**src/include/dbg_entry_pkg.sv**
```systemverilog
// Constants and types shared by the debug entry controller.
// Assumes a single 250 MHz core clock and a synchronous active-high reset.
package dbg_entry_pkg;

   localparam int unsigned CLK_PERIOD_NS    = 4;
   // Program counter offset in instructions seen on watchpoint entry (five words on)
   localparam int unsigned WPT_PC_AHEAD_INS = 5;
   localparam int unsigned INSTR_BYTES      = 4;
   localparam logic [7:0]  WPT_PC_REWIND    = 8'(WPT_PC_AHEAD_INS * INSTR_BYTES);
   localparam logic        SYNC_RESET_VAL   = 1'b0;
   localparam logic [1:0]  WPT_DELAY_DP     = 2'h2;
   localparam logic [1:0]  WPT_DELAY_OTHER  = 2'h1;

   typedef enum logic [1:0] {
      CAUSE_NONE,
      CAUSE_BREAKPOINT,
      CAUSE_WATCHPOINT,
      CAUSE_REQUEST
   } entry_cause_t;

endpackage

```
**src/rtl/debug_entry_control.sv**
```systemverilog
// Debug entry controller: decides when the core halts into debug state.
// Assumes the pipeline front end supplies per-stage valid and type strobes
// and obeys the issue-stall and state-change suppress outputs in the same cycle.
//
// What this block does
// (RQ1) External breakpoint asserted in the fetch cycle
// (RQ2) OR external and internal breakpoint conditions
// (RQ3) Breakpointed instruction executes without state change
// (RQ4) Latched breakpoint starts entry during its Execute
// (RQ5) Prefetch abort beats breakpoint
// (RQ6) Breakpoint beats software interrupt or undefined
// (RQ7) Interrupt beats breakpoint; instruction discarded, refetched
// (RQ8) Block interrupts in debug, status word untouched
// (RQ9) OR external and internal watchpoint; imprecise entry
// (RQ10) Next instruction always completes after watchpoint
// (RQ11) Single-cycle data op delays entry one cycle
// (RQ12) Following instruction suppressed, resumes there later
// (RQ13) Program counter five instructions ahead on watchpoint
// (RQ14) Aborting watchpointed access: abort entry, then debug
// (RQ15) Pending interrupt: exception entry first, then debug
// (RQ16) Synchronized debug request beats pending interrupt
// (RQ17) Request stops issue, waits for memory/write stages
// (RQ18) Request in monitor mode enters as halt
// (RQ19) Idle cycles on both memory interfaces in debug
// (RQ20) Ignore aborts and interrupts in debug
// (RQ21) Drive debug acknowledge while in debug
// (RQ22) System keeps reset stable during debug
// (RQ23) Debug enable low gates inputs, acknowledge low
// (RQ24) Two-stage synchronizer on external debug request
`timescale 1ns/100ps
module debug_entry_control
   import dbg_entry_pkg::*;
(
   input  wire logic                CLK_SYS_I,
   input  wire logic                SRST_I,
   input  wire logic                DEBUG_ENABLE_IN_I,
   input  wire logic                EXT_BREAKPOINT_IN_I,
   input  wire logic                INT_BREAKPOINT_I,
   input  wire logic                EXT_WATCHPOINT_IN_I,
   input  wire logic                INT_WATCHPOINT_I,
   input  wire logic                EXT_DEBUG_REQUEST_I,
   input  wire logic                INT_DEBUG_REQUEST_I,
   input  wire logic                MONITOR_MODE_I,
   input  wire logic                FETCH_VALID_I,
   input  wire logic                EXEC_VALID_I,
   input  wire logic                EXEC_PREFETCH_ABORT_I,
   input  wire logic                EXEC_SINGLE_CYCLE_DP_I,
   input  wire logic                DATA_ABORT_I,
   input  wire logic                NORMAL_INTERRUPT_N_I,
   input  wire logic                FAST_INTERRUPT_N_I,
   input  wire logic                EXC_ENTRY_DONE_I,
   input  wire logic                PIPE_DRAINED_I,
   input  wire logic                RESTART_I,
   output logic                     DEBUG_ACKNOWLEDGE_O,
   output logic                     ISSUE_STALL_O,
   output logic                     EXEC_SUPPRESS_O,
   output logic                     TAKE_IRQ_O,
   output logic                     TAKE_FIQ_O,
   output logic                     TAKE_PREFETCH_ABORT_O,
   output logic                     TAKE_DATA_ABORT_O,
   output logic                     MEM_IDLE_O,
   output logic [7:0]               PC_REWIND_O,
   output dbg_entry_pkg::entry_cause_t ENTRY_CAUSE_O
);

   ////////////////////////////////////////////////////////////////////////////
   // Input gating and synchronisation
   logic bkpt_tag_reg;
   logic req_meta_reg;
   logic req_sync_reg;
   logic bkpt_any;
   logic wpt_any;
   logic req_any;
   logic irq_pending;
   logic fiq_pending;

   assign bkpt_any = (EXT_BREAKPOINT_IN_I & DEBUG_ENABLE_IN_I) | INT_BREAKPOINT_I; // [RQ2] [RQ23]
   assign wpt_any  = (EXT_WATCHPOINT_IN_I & DEBUG_ENABLE_IN_I) | INT_WATCHPOINT_I; // [RQ9] [RQ23]
   // Monitor mode makes no difference: request always halts
   assign req_any  = req_sync_reg | INT_DEBUG_REQUEST_I; // [RQ16] [RQ18]

   always_ff @(posedge CLK_SYS_I) begin
      if (SRST_I) begin
         req_meta_reg <= SYNC_RESET_VAL;
         req_sync_reg <= SYNC_RESET_VAL;
      end else begin
         req_meta_reg <= EXT_DEBUG_REQUEST_I & DEBUG_ENABLE_IN_I; // [RQ24] [RQ23]
         req_sync_reg <= req_meta_reg; // [RQ24]
      end
   end

   // Breakpoint is sampled with the fetch at cycle end and rides to Execute
   always_ff @(posedge CLK_SYS_I) begin
      if (SRST_I) begin
         bkpt_tag_reg <= 1'b0;
      end else if (FETCH_VALID_I) begin
         bkpt_tag_reg <= bkpt_any; // [RQ1] [RQ4]
      end else if (EXEC_VALID_I) begin
         bkpt_tag_reg <= 1'b0;
      end
   end

   ////////////////////////////////////////////////////////////////////////////
   // Entry state machine
   typedef enum logic [2:0] {
      ST_RUN,
      ST_WPT_WAIT,
      ST_EXC_THEN_DBG,
      ST_REQ_DRAIN,
      ST_DEBUG
   } state_t;

   state_t       state_reg;
   state_t       state_next;
   logic [1:0]   wpt_cnt_reg;
   entry_cause_t cause_reg;
   logic         in_debug;
   logic         bkpt_hit;
   logic         int_take;

   assign in_debug    = (state_reg == ST_DEBUG);
   assign irq_pending = ~NORMAL_INTERRUPT_N_I & ~in_debug; // [RQ8] [RQ20]
   assign fiq_pending = ~FAST_INTERRUPT_N_I & ~in_debug;   // [RQ8] [RQ20]
   // Breakpoint only counts if no prefetch abort and no interrupt at boundary
   assign int_take    = (irq_pending | fiq_pending) & ~req_any & (state_reg == ST_RUN); // [RQ16]
   assign bkpt_hit    = EXEC_VALID_I & bkpt_tag_reg & ~EXEC_PREFETCH_ABORT_I & ~int_take
                        & (state_reg == ST_RUN); // [RQ5] [RQ6] [RQ7]

   always_comb begin
      state_next = state_reg;
      unique case (state_reg)
         ST_RUN: begin
            if (req_any) begin
               state_next = ST_REQ_DRAIN; // [RQ16] [RQ17]
            end else if (bkpt_hit) begin
               state_next = ST_DEBUG; // [RQ4]
            end else if (wpt_any && (DATA_ABORT_I || irq_pending || fiq_pending)) begin
               state_next = ST_EXC_THEN_DBG; // [RQ14] [RQ15]
            end else if (wpt_any) begin
               state_next = ST_WPT_WAIT; // [RQ10]
            end
         end
         ST_WPT_WAIT: begin
            if (wpt_cnt_reg == 2'h1) begin
               state_next = ST_DEBUG; // [RQ11]
            end
         end
         ST_EXC_THEN_DBG: begin
            if (EXC_ENTRY_DONE_I) begin
               state_next = ST_DEBUG; // [RQ14] [RQ15]
            end
         end
         ST_REQ_DRAIN: begin
            if (PIPE_DRAINED_I) begin
               state_next = ST_DEBUG; // [RQ17]
            end
         end
         ST_DEBUG: begin
            if (RESTART_I) begin
               state_next = ST_RUN;
            end
         end
      endcase
   end

   always_ff @(posedge CLK_SYS_I) begin
      if (SRST_I) begin
         state_reg <= ST_RUN;
      end else begin
         state_reg <= state_next;
      end
   end

   // Counts the completing instruction after a watchpoint
   always_ff @(posedge CLK_SYS_I) begin
      if (SRST_I) begin
         wpt_cnt_reg <= 2'h0;
      end else if (state_reg == ST_RUN && state_next == ST_WPT_WAIT) begin
         wpt_cnt_reg <= EXEC_SINGLE_CYCLE_DP_I ? WPT_DELAY_DP : WPT_DELAY_OTHER; // [RQ11]
      end else if (state_reg == ST_WPT_WAIT && wpt_cnt_reg != 2'h0) begin
         wpt_cnt_reg <= wpt_cnt_reg - 2'h1;
      end
   end

   always_ff @(posedge CLK_SYS_I) begin
      if (SRST_I) begin
         cause_reg <= CAUSE_NONE;
      end else if (state_reg == ST_RUN) begin
         if (req_any) begin
            cause_reg <= CAUSE_REQUEST;
         end else if (bkpt_hit) begin
            cause_reg <= CAUSE_BREAKPOINT;
         end else if (wpt_any) begin
            cause_reg <= CAUSE_WATCHPOINT;
         end
      end
   end

   ////////////////////////////////////////////////////////////////////////////
   // Outputs
   always_ff @(posedge CLK_SYS_I) begin
      if (SRST_I) begin
         DEBUG_ACKNOWLEDGE_O <= 1'b0;
         MEM_IDLE_O          <= 1'b0;
         PC_REWIND_O         <= 8'h00;
         ENTRY_CAUSE_O       <= CAUSE_NONE;
      end else begin
         DEBUG_ACKNOWLEDGE_O <= (state_next == ST_DEBUG) & DEBUG_ENABLE_IN_I; // [RQ21] [RQ23]
         MEM_IDLE_O          <= (state_next == ST_DEBUG); // [RQ19]
         PC_REWIND_O         <= (cause_reg == CAUSE_WATCHPOINT) ? WPT_PC_REWIND : 8'h00; // [RQ13]
         ENTRY_CAUSE_O       <= cause_reg;
      end
   end

   // Suppress state change for breakpointed op and op after completing one
   assign EXEC_SUPPRESS_O = bkpt_hit | in_debug
                            | (state_reg == ST_WPT_WAIT && wpt_cnt_reg == 2'h1); // [RQ3] [RQ12]
   assign ISSUE_STALL_O   = (state_reg == ST_REQ_DRAIN) | in_debug; // [RQ17]
   assign TAKE_FIQ_O      = int_take & fiq_pending; // [RQ7]
   assign TAKE_IRQ_O      = int_take & irq_pending & ~fiq_pending; // [RQ7]
   assign TAKE_PREFETCH_ABORT_O = EXEC_VALID_I & EXEC_PREFETCH_ABORT_I & ~in_debug; // [RQ5]
   assign TAKE_DATA_ABORT_O     = DATA_ABORT_I & ~in_debug; // [RQ14] [RQ20]
endmodule

```
**config.mk**
```make
export PLATFORM = sky130hd
export DESIGN_NAME = debug_entry_control
export DESIGN_NICKNAME = d
export VERILOG_FILES = /design/src/include/dbg_entry_pkg.sv /design/src/rtl/debug_entry_control.sv
export SDC_FILE = /design/constraint.sdc
export NUM_CORES = 1
export LEC_CHECK = 0
export BUFFER_PORTS_ARGS = -buffer_cell sky130_fd_sc_hd__buf_4
export CAP_MARGIN = 15
export CORE_UTILIZATION = 51
export CTS_CLUSTER_DIAMETER = 50
export DETAILED_ROUTE_END_ITERATION = 7
export PLACE_DENSITY = 0.8
export SLEW_MARGIN = 10
export SYNTH_ARGS = -nofsm -noshare
export SYNTH_HDL_FRONTEND = slang
export SYNTH_SLANG_ARGS = --single-unit
```
**constraint.sdc**
```tcl
create_clock -name CLK_SYS_I -period 5 [get_ports CLK_SYS_I]
set_input_delay 1 -clock CLK_SYS_I [delete_from_list [all_inputs] [get_ports CLK_SYS_I]]
set_output_delay 1 -clock CLK_SYS_I [all_outputs]
set_load 0.02 [all_outputs]
```
# ---- After elaboration in Yosys (flattened, before gate mapping)
# Index checks and enable logic that the tools add are counted.
dict set report word_totals {
  reg_bits 22
  inputBits 20
  out_inout_bits 18
  wordCells 81
}
dict set report op_classes {
  addsub 1
  n_eq_ne 8
  mux 18
  n_bitwise 32
  reduce_logical 12
}
# operator count
set ops {}
lappend ops {{3-bit 2-to-1 mux} 8}
lappend ops {{1-bit AND} 18}
lappend ops {{3-bit case mux with 5 select lines} 1}
lappend ops {{2-bit 2-to-1 mux} 6}
lappend ops {{1-bit inverter} 7}
lappend ops {{1-bit bitwise OR} 7}
lappend ops {{3-bit by 1-bit equality test with 1-bit output (second input constant)} 2}
lappend ops {{3-bit by 2-bit equality test with 1-bit output (second input constant)} 2}
lappend ops {{3-bit equality test (second input constant)} 2}
lappend ops {{2-bit nonzero test} 3}
lappend ops {{5-bit 2-to-1 mux} 1}
lappend ops {{1-bit logical AND} 4}
lappend ops {{3-bit zero test} 1}
lappend ops {{3-bit nonzero test} 1}
lappend ops {{2-bit by 1-bit equality test with 1-bit output (second input constant)} 1}
lappend ops {{2-bit equality test (second input constant)} 1}
lappend ops {{1-bit logical OR} 2}
lappend ops {{1-bit 2-to-1 mux} 2}
lappend ops {{2-bit AND reduction} 1}
lappend ops {{2-bit by 1-bit subtractor with 2-bit output (second input constant)} 1}

# ---- Logic depth before layout (Yosys ltp)
# Gate-level depths: netlist of run 1.
dict set report depth {
  word_depth 15
  ltp_mapped 7
}

# ---- Least setup slack after synthesis of run 1
# No wires, ideal clock.
dict set report synth_path {
  path_kind {input port to output port}
  start {input INT_DEBUG_REQUEST_I}
  end {output TAKE_IRQ_O}
  t_arrival_ns 1.857
  required_ns 4.000
  slack_ns 2.143
  stages 3
  n_path_buf 0
  path_cell_list {nor2_1 > nand2_1 > nor3b_1}
}
dict set report synth_via {
  elab_chain_cells 6
}
# item line_no
set synth_rtl {}
lappend synth_rtl {{start, declared} debug_entry_control.sv:42} ;# input wire logic INT_DEBUG_REQUEST_I,
lappend synth_rtl {{1-bit bitwise OR} debug_entry_control.sv:80} ;# assign req_any = req_sync_reg | INT_DEBUG_REQUEST_I;
lappend synth_rtl {{1-bit inverter} debug_entry_control.sv:125} ;# assign int_take = (irq_pending | fiq_pending) & ~req_any & (state_reg == ST_RUN);
lappend synth_rtl {{1-bit AND (2 in series)} debug_entry_control.sv:125}
lappend synth_rtl {{1-bit AND (2 in series)} debug_entry_control.sv:220} ;# assign TAKE_IRQ_O = int_take & irq_pending & ~fiq_pending;
lappend synth_rtl {{end, declared} debug_entry_control.sv:57} ;# output logic TAKE_IRQ_O,
# Every way passes these cells.

# ---- Worst setup path in the final report of run 1
dict set report layout_path {
  start {register state_reg[0]}
  end {output EXEC_SUPPRESS_O}
}
dict set report layout_via {
  elab_chain_cells 11
  word_cells_on_any_way 15
  classes_between {eq/ne (2); bitwise (11); reduce/logical (2)}
}
# item line_no
set layout_rtl {}
lappend layout_rtl {{start, declared} debug_entry_control.sv:113} ;# state_t state_reg;
lappend layout_rtl {{start signal, assigned} debug_entry_control.sv:170} ;# state_reg <= state_next;
lappend layout_rtl {{3-bit equality test} debug_entry_control.sv:121} ;# assign in_debug = (state_reg == ST_DEBUG);
lappend layout_rtl {{1-bit inverter} {debug_entry_control.sv:122, debug_entry_control.sv:123}}
lappend layout_rtl {{1-bit AND, on equally long branches} {debug_entry_control.sv:122, debug_entry_control.sv:123}}
lappend layout_rtl {{1-bit bitwise OR} debug_entry_control.sv:125}
lappend layout_rtl {{1-bit AND (2 in series)} debug_entry_control.sv:125}
lappend layout_rtl {{1-bit inverter} debug_entry_control.sv:126} ;# assign bkpt_hit = EXEC_VALID_I & bkpt_tag_reg & ~EXEC_PREFETCH_ABORT_I & ~int_take
lappend layout_rtl {{1-bit AND} debug_entry_control.sv:126}
lappend layout_rtl {{1-bit AND} debug_entry_control.sv:127} ;# & (state_reg == ST_RUN);
lappend layout_rtl {{1-bit bitwise OR} debug_entry_control.sv:216} ;# assign EXEC_SUPPRESS_O = bkpt_hit | in_debug
lappend layout_rtl {{1-bit bitwise OR *} debug_entry_control.sv:217} ;# | (state_reg == ST_WPT_WAIT && wpt_cnt_reg == 2'h1);
lappend layout_rtl {{end, declared} debug_entry_control.sv:56} ;# output logic EXEC_SUPPRESS_O,
# Every way passes the cells marked *; elsewhere a longest branch is shown, timed or not.

==> reports/metrics.csv, run 1 <==
stage,metric,value,unit
pwr,worst vdd ir,0.237,mV
floorplanning,I/O pin count,38,
job,Max-Cap Viols,0,
worst_setup_path,most used cell along the critical path,or3_1,
synthesis,synth top area cells,"dfxtp_1 (32%), buf_4 (5.5%), o21ai_0 (4.8%)",
worst_setup_path,crit start category,flop,
global_route,aggregate global-route resource usage,0.226,
clocking,"Clk Latency, worst-skew pair",0.29,ns
clocking,CTS tree,done,
worst_setup_path,R2R Path End,DEBUG_ACKNOWLEDGE_O,
clocking,post-cts resize count,0,
worst_setup_path,CP cell instances,"or3_1, or3_1, a31o_1, o21ai_0, buf_4",
layout,Antenna Cells,0,
global_route,first-pass GRT wire length,3350,µm
clocking,CTS max path bufs,2,
synthesis,post-synthesis cell area,947,µm²
placement,gpl congestion,0.899,
worst_setup_path,r2r setup slk,2.70,ns
global_route,initial antenna violation count,0,
floorplanning,DIE HEIGHT,45.1,µm
route,top routing layer used,met4,
worst_setup_path,r2r startpoint,state_reg[0],
timing,"Slew Viols, Final",0,
clocking,htree depth,1,
route,drt via density,5.44,
layout,max reg flops,3,
floorplanning,Core ar.,1730,µm²
clocking,CTS Buf Count,3,
clocking,Hold Buf Count CTS,0,
floorplanning,FP Rows,15,
outcome,status,"complete, no violations",
timing,part of the cycle the worst path needs,0.641,
synthesis,unique cell type count in the Yosys netlist,41,
worst_setup_path,Max stage delay on crit path,0.52,ns
worst_setup_path,crit path max fanout,15,
synthesis,Post-Synthesis Cells,120,
worst_setup_path,Worst EP arrival,2.20,ns
layout,fin area,1170,µm²
global_route,vias in the first global route,827,
worst_hold_path,HP Start,cause_reg[0],
worst_setup_path,crit end category,output port,
floorplanning,die area,2030,µm²
timing,Slew headroom,0.656,
timing,Worst-Margin Slew,0.511,ns
synthesis,leading area contributor after synthesis,dfxtp_1,
pwr,total power,0.477,mW
route,drt wl/cell,11.8,µm
route,First-pass DRT Iterations,4,
synthesis,"Seq/Total Area, Yosys",0.317,
worst_setup_path,slowest CP cell,or3_1,
placement,placed insts,167,
timing,endpoints failing setup,0,
worst_setup_path,Worst EP required,4.00,ns
worst_setup_path,crit path launch,state_reg[0],
timing,fmax,312,MHz
route,Detail Route met3 WL,170,µm
clocking,clock transition at the registers of the reported paths,0.09,ns
synthesis,top-count cell post-synth,dfxtp_1,
layout,area growth from synthesis to layout,23.1,%
floorplanning,Starting Density,0.549,
synthesis,post-synth top area share,0.317,
synthesis,Post-synth EDFFs,0,
worst_setup_path,Critical Path End,EXEC_SUPPRESS_O,
layout,layout cells sized above 1,0.274,
synthesis,Seq cells post-synth,15,
clocking,CTS sink cnt,15,
timing,Final min period,3.20,ns
route,Metal-1 WL,830,µm
worst_setup_path,R2R cell count,5,
timing,RSZ-0062 raised after global routing,no,
worst_setup_path,Worst Setup Path Type,reg2out,
placement,placed cell areas,1140,µm²
placement,Final HPWL DP,1550,µm
timing,Hold Fails Final Rpt,0,
synthesis,asr flop ratio synth,0,
clocking,# Post-CTS Setup Buffers,0,
synthesis,syn_area_per_cell,7.89,µm²
layout,final cell count without fillers,171,
placement,PortBufs,30,
timing,setup TNS,0,ns
synthesis,YS warnings,0,
global_route,total gr overflow,0,
layout,nets,169,
route,via count,930,
synthesis,synth cell count leaders,"dfxtp_1 (15), nor2_1 (10), o21ai_0 (9)",
worst_hold_path,Tightest Hold Check Type,reg2reg,
global_route,pin count of the biggest net entering global routing,18,
route,met2 routed WL,1020,µm
synthesis,Most used DFF post-synth,dfxtp_1,
floorplanning,Die X-Extent,45.1,µm
route,Residual DRC,0,
pwr,Leakage,0.512,nW
route,initial DRC count,23,
clocking,Clock Tree Root,clkbuf_4,
timing,Layout Skew,0.00221,ns
route,WL final,2030,µm
route,Routed Antenna Nets,0,
pwr,PwrDens,409,nW/µm²
-- routing by layer --
metal / up-vias / track usage
li1: 463 / -
met1: 416 / 0.261
met2: 49 / 0.397
met3: 2 / 0.0800
met4: 0 / 0.0485
met5: - / 0
-- how the worst min path moves through the flow --
stage / depth (start not counted) / slack (ns) / endpoint
floorplan: 1 / 0.40 / PC_REWIND_O[2]
global placement: 1 / 0.42 / req_sync_reg
detailed placement: 1 / 0.43 / req_sync_reg
CTS: 1 / 0.45 / req_sync_reg
global route: 1 / 0.46 / PC_REWIND_O[2]
finish: 1 / 0.45 / PC_REWIND_O[2]
-- kinds of logic after synthesis --
| group | share of synthesized area |
|---|---|
| buffers and inverters | 0.108 |
| DFF | 0.317 |
| adders and majority gates | 0.0264 |
| and+or+nand+nor | 0.273 |
| xor gates and xnor gates | 0.00925 |
| muxes | 0.0330 |
| other | 0.00396 |
| AOI/OAI and AO/OA | 0.229 |
-- power by group --
part / internal [mW] / leakage, nW / total (mW) / switching (mW)
combinational: 0.106 / 0.371 / 0.222 / 0.116
sequential: 0.145 / 0.123 / 0.186 / 0.0411
clock: 0.0298 / 0.0177 / 0.0688 / 0.0390
-- stage by stage --
step / utilization / hold slack [ns] / setup slack (ns)
final: 0.675 / 0.446 / 1.80
after detailed placement: 0.659 / 0.426 / 1.99
after global routing: 0.675 / 0.464 / 1.71
after global placement: 0.659 / 0.419 / 2.00
after floorplan: - / 0.400 / 2.14
after CTS: 0.675 / 0.447 / 1.83
-- cell usage in the layout, fill, tap and decap left out, types with 2 or more instances in the layout --
master	synthesis	final
nand2_1	7	7
clkbuf_4	0	3
nor2b_1	5	5
conb_1	1	6
o22ai_1	2	2
buf_4	7	30
inv_1	5	5
dfxtp_1	15	15
and2_1	2	2
nor3b_1	4	4
nor2_1	10	10
o21a_1	2	2
nor3_1	3	3
nand3b_1	2	2
mux2i_1	2	2
a31oi_1	2	2
ha_1	2	2
or3b_2	2	2
or3_1	3	3
a21oi_1	7	7
o31ai_1	2	2
nor4_1	2	2
o21ai_0	9	9
a21o_1	3	3
-- layout make-up --
| cell class | instances | area, µm² |
|---|---|---|
| Inverter | 5 | 18.8 |
| Clock inverter | 1 | 5.00 |
| Tap cell | 25 | 31.3 |
| Sequential cell | 15 | 300 |
| Fill cell | 164 | 561 |
| Multi-Input combinational cell | 92 | 563 |
| Clock buffer | 3 | 22.5 |
| Timing Repair Buffer | 30 | 225 |
-- worst max-delay path: cells and delay by family, from the launching register on --
family | cells | cell delay (ns)
flip-flops | 1 | 0.46
buffers and inverters | 1 | 0.17
AND/OR/NAND/NOR | 2 | 0.92
AO/OA/AOI/OAI | 2 | 0.35
(Power assumes the default switching activity.)
==> run 2: changes to the inputs <==
--- a/config.mk
+++ b/config.mk
@@ -7,10 +7,10 @@
 export LEC_CHECK = 0
 export BUFFER_PORTS_ARGS = -buffer_cell sky130_fd_sc_hd__buf_4
 export CAP_MARGIN = 15
-export CORE_UTILIZATION = 51
+export CORE_UTILIZATION = 47
 export CTS_CLUSTER_DIAMETER = 50
 export DETAILED_ROUTE_END_ITERATION = 7
-export PLACE_DENSITY = 0.8
+export PLACE_DENSITY = 0.74
 export SLEW_MARGIN = 10
 export SYNTH_ARGS = -nofsm -noshare
 export SYNTH_HDL_FRONTEND = slang
==> constraint.sdc (replaced) <==
create_clock -name CLK_SYS_I -period 3.32 [get_ports CLK_SYS_I]
set_input_delay 0.664 -clock CLK_SYS_I [delete_from_list [all_inputs] [get_ports CLK_SYS_I]]
set_output_delay 0.664 -clock CLK_SYS_I [all_outputs]
set_load 0.02 [all_outputs]
==> reports/metrics.csv, run 2 (synthesis results as in run 1) <==
stage,metric,value,unit,change
timing,RSZ-0062 raised after global routing,no,,
pwr,Comb pwr share,0.492,,+0.026
floorplanning,Die X-Extent,46.9,µm,+4.0%
worst_setup_path,Worst Setup Path Type,reg2out,,
global_route,pin count of the biggest net entering global routing,18,,unchanged
floorplanning,Starting Density,0.526,,-0.0229
pwr,PwrDens,619,nW/µm²,+51%
clocking,clock transition at the registers of the reported paths,0.09,ns,about the same
clocking,CTS Buf Count,3,,unchanged
layout,Reg area,300,µm²,unchanged
layout,FILL cells,167,,+1.8%
clocking,"Clk Latency, worst-skew pair",0.28,ns,about the same
clocking,CTS max path bufs,2,,unchanged
pwr,Clock power frac,0.142,,-0.002
layout,final cell count without fillers,172,,+0.58%
global_route,aggregate global-route resource usage,0.215,,-0.0102
floorplanning,die area,2200,µm²,+8.1%
layout,"commonest non-fill, non-tap cells in the layout","buf_4 (31), dfxtp_1 (15), nor2_1 (10), o21ai_0 (9)",,
worst_setup_path,r2r startpoint,state_reg[0],,
worst_setup_path,CP cell instances,"or3_1, or3_1, a31o_1, o21ai_0, buf_4",,
timing,Slew headroom,0.658,,+0.00154
floorplanning,Core ar.,1800,µm²,+4.3%
route,via count,951,,+2.3%
layout,area of the multi-input gates,563,µm²,unchanged
pwr,sw frac,0.407,,-0.00485
timing,fmax,349,MHz,
worst_setup_path,Max stage delay on crit path,0.53,ns,about the same
timing,final setup margin,0.454,ns,-1.34 ns
worst_setup_path,r2r setup slk,1.01,ns,-1.69 ns
placement,Final HPWL DP,1600,µm,+3.6%
timing,Final min period,2.87,ns,
pwr,NetSw,0.295,mW,+50%
timing,setup TNS,0,ns,unchanged
route,Routed Antenna Nets,0,,unchanged
floorplanning,FP Rows,15,,unchanged
timing,endpoints failing setup,0,,unchanged
worst_setup_path,cell family with most CP delay,simple AND/OR/NAND/NOR gates,,
timing,part of the cycle the worst path needs,0.863,,
timing,Worst-Margin Slew,0.508,ns,-0.00229 ns
timing,Hold Fails Final Rpt,0,,unchanged
global_route,initial antenna violation count,0,,unchanged
clocking,post-cts resize count,0,,unchanged
clocking,Clock Tree Root,clkbuf_4,,
layout,max reg flops,3,,unchanged
worst_setup_path,Worst EP required,2.66,ns,-1.34 ns
outcome,status,"complete, no violations",,
worst_setup_path,Critical Path End,EXEC_SUPPRESS_O,,
clocking,Hold Buf Count CTS,0,,unchanged
clocking,# Post-CTS Setup Buffers,0,,unchanged
clocking,CTS sink cnt,15,,unchanged
layout,area growth from synthesis to layout,23.8,%,
worst_setup_path,Crit. path cell count,5,,unchanged
clocking,CTS tree,done,,
worst_setup_path,Worst EP arrival,2.20,ns,about the same
worst_setup_path,crit path launch,state_reg[0],,
placement,placed insts,168,,+0.60%
global_route,vias in the first global route,803,,-2.9%
worst_setup_path,R2R cell count,5,,unchanged
layout,Antenna Cells,0,,unchanged
placement,gpl congestion,0.836,,-7.1%
global_route,total gr overflow,0,,unchanged
layout,"most common cell after layout, fill and taps aside",buf_4,,
clocking,htree depth,1,,unchanged
worst_setup_path,most used cell along the critical path,or3_1,,
route,drt via density,5.53,,+1.7%
global_route,first-pass GRT wire length,3420,µm,+1.8%
worst_setup_path,buffer and inverter count on the worst path,1,,unchanged
worst_setup_path,slowest CP cell,or3_1,,
timing,Layout Skew,0.00395,ns,+0.00174 ns
pwr,register share of total power,0.366,,-0.024
worst_setup_path,crit path max fanout,15,,unchanged
placement,pre-CTS setup slack,0.815,ns,-1.18 ns
pwr,Leakage,0.514,nW,+0.46%
floorplanning,I/O pin count,38,,unchanged
floorplanning,DIE HEIGHT,46.9,µm,+4.0%
route,Residual DRC,0,,unchanged
worst_setup_path,R2R Path End,DEBUG_ACKNOWLEDGE_O,,
route,WL final,2030,µm,+0.35%
worst_setup_path,crit start category,flop,,
worst_hold_path,Tightest Hold Check Type,reg2reg,,
route,drt wl/cell,11.8,µm,-0.24%
route,First-pass DRT Iterations,4,,unchanged
job,Max-Cap Viols,0,,unchanged
layout,layout cells sized above 1,0.272,,-0.00186
route,initial DRC count,33,,+43%
placement,PortBufs,30,,unchanged
pwr,worst vdd ir,0.373,mV,+58%
pwr,Internal,0.430,mW,+53%
layout,nets,170,,+0.59%
worst_setup_path,crit end category,output port,,
timing,"Slew Viols, Final",0,,unchanged
[run 2: worst min-delay path by stage]
| stage | from | end | slack, ns | cells past startpoint |
|---|---|---|---|---|
| CTS | cause_reg[0] | PC_REWIND_O[2] | 0.45 | 1 |
| global route | req_meta_reg | req_sync_reg | 0.46 | 1 |
| global placement | req_meta_reg | req_sync_reg | 0.42 | 1 |
| finish | cause_reg[0] | PC_REWIND_O[2] | 0.45 | 1 |
| detailed placement | req_meta_reg | req_sync_reg | 0.43 | 1 |
| floorplan | cause_reg[0] | PC_REWIND_O[2] | 0.40 | 1 |
[run 2: stage by stage]
step / hold WS, ns / power (mW) / utilization / cell area, µm²
2_1_floorplan: 0.400 / 0.536 / - / 966
3_3_place_gp: 0.419 / 0.617 / 0.636 / 1150
3_5_place_dp: 0.429 / 0.623 / 0.636 / 1150
4_1_cts: 0.446 / 0.730 / 0.651 / 1170
5_1_grt: 0.460 / 0.789 / 0.651 / 1170
6_report: 0.446 / 0.725 / 0.651 / 1170
[run 2: area by class of cell]
class	count	share of cell area
Multi-Input combinational cell	92	0.480
Clock buffer	4	0.0224
Sequential cell	15	0.256
Tap cell	25	0.0267
Timing Repair Buffer	31	0.199
Inverter	5	0.0160
[run 2: layer usage]
layer	part of all wire	global-route usage
met5	0	0
met4	0.0030	0.0629
met3	0.067	0.0615
met2	0.50	0.347
met1	0.43	0.280
[run 2: power groups by stage]
stage | Clock (mW) | Sequential, mW | Combinational [mW]
global placement | 0 | 0.267 | 0.350
floorplan | 0 | 0.254 | 0.282
finish | 0.103 | 0.265 | 0.357
CTS | 0.109 | 0.264 | 0.357
detailed placement | 0 | 0.268 | 0.355
global route | 0.118 | 0.274 | 0.397
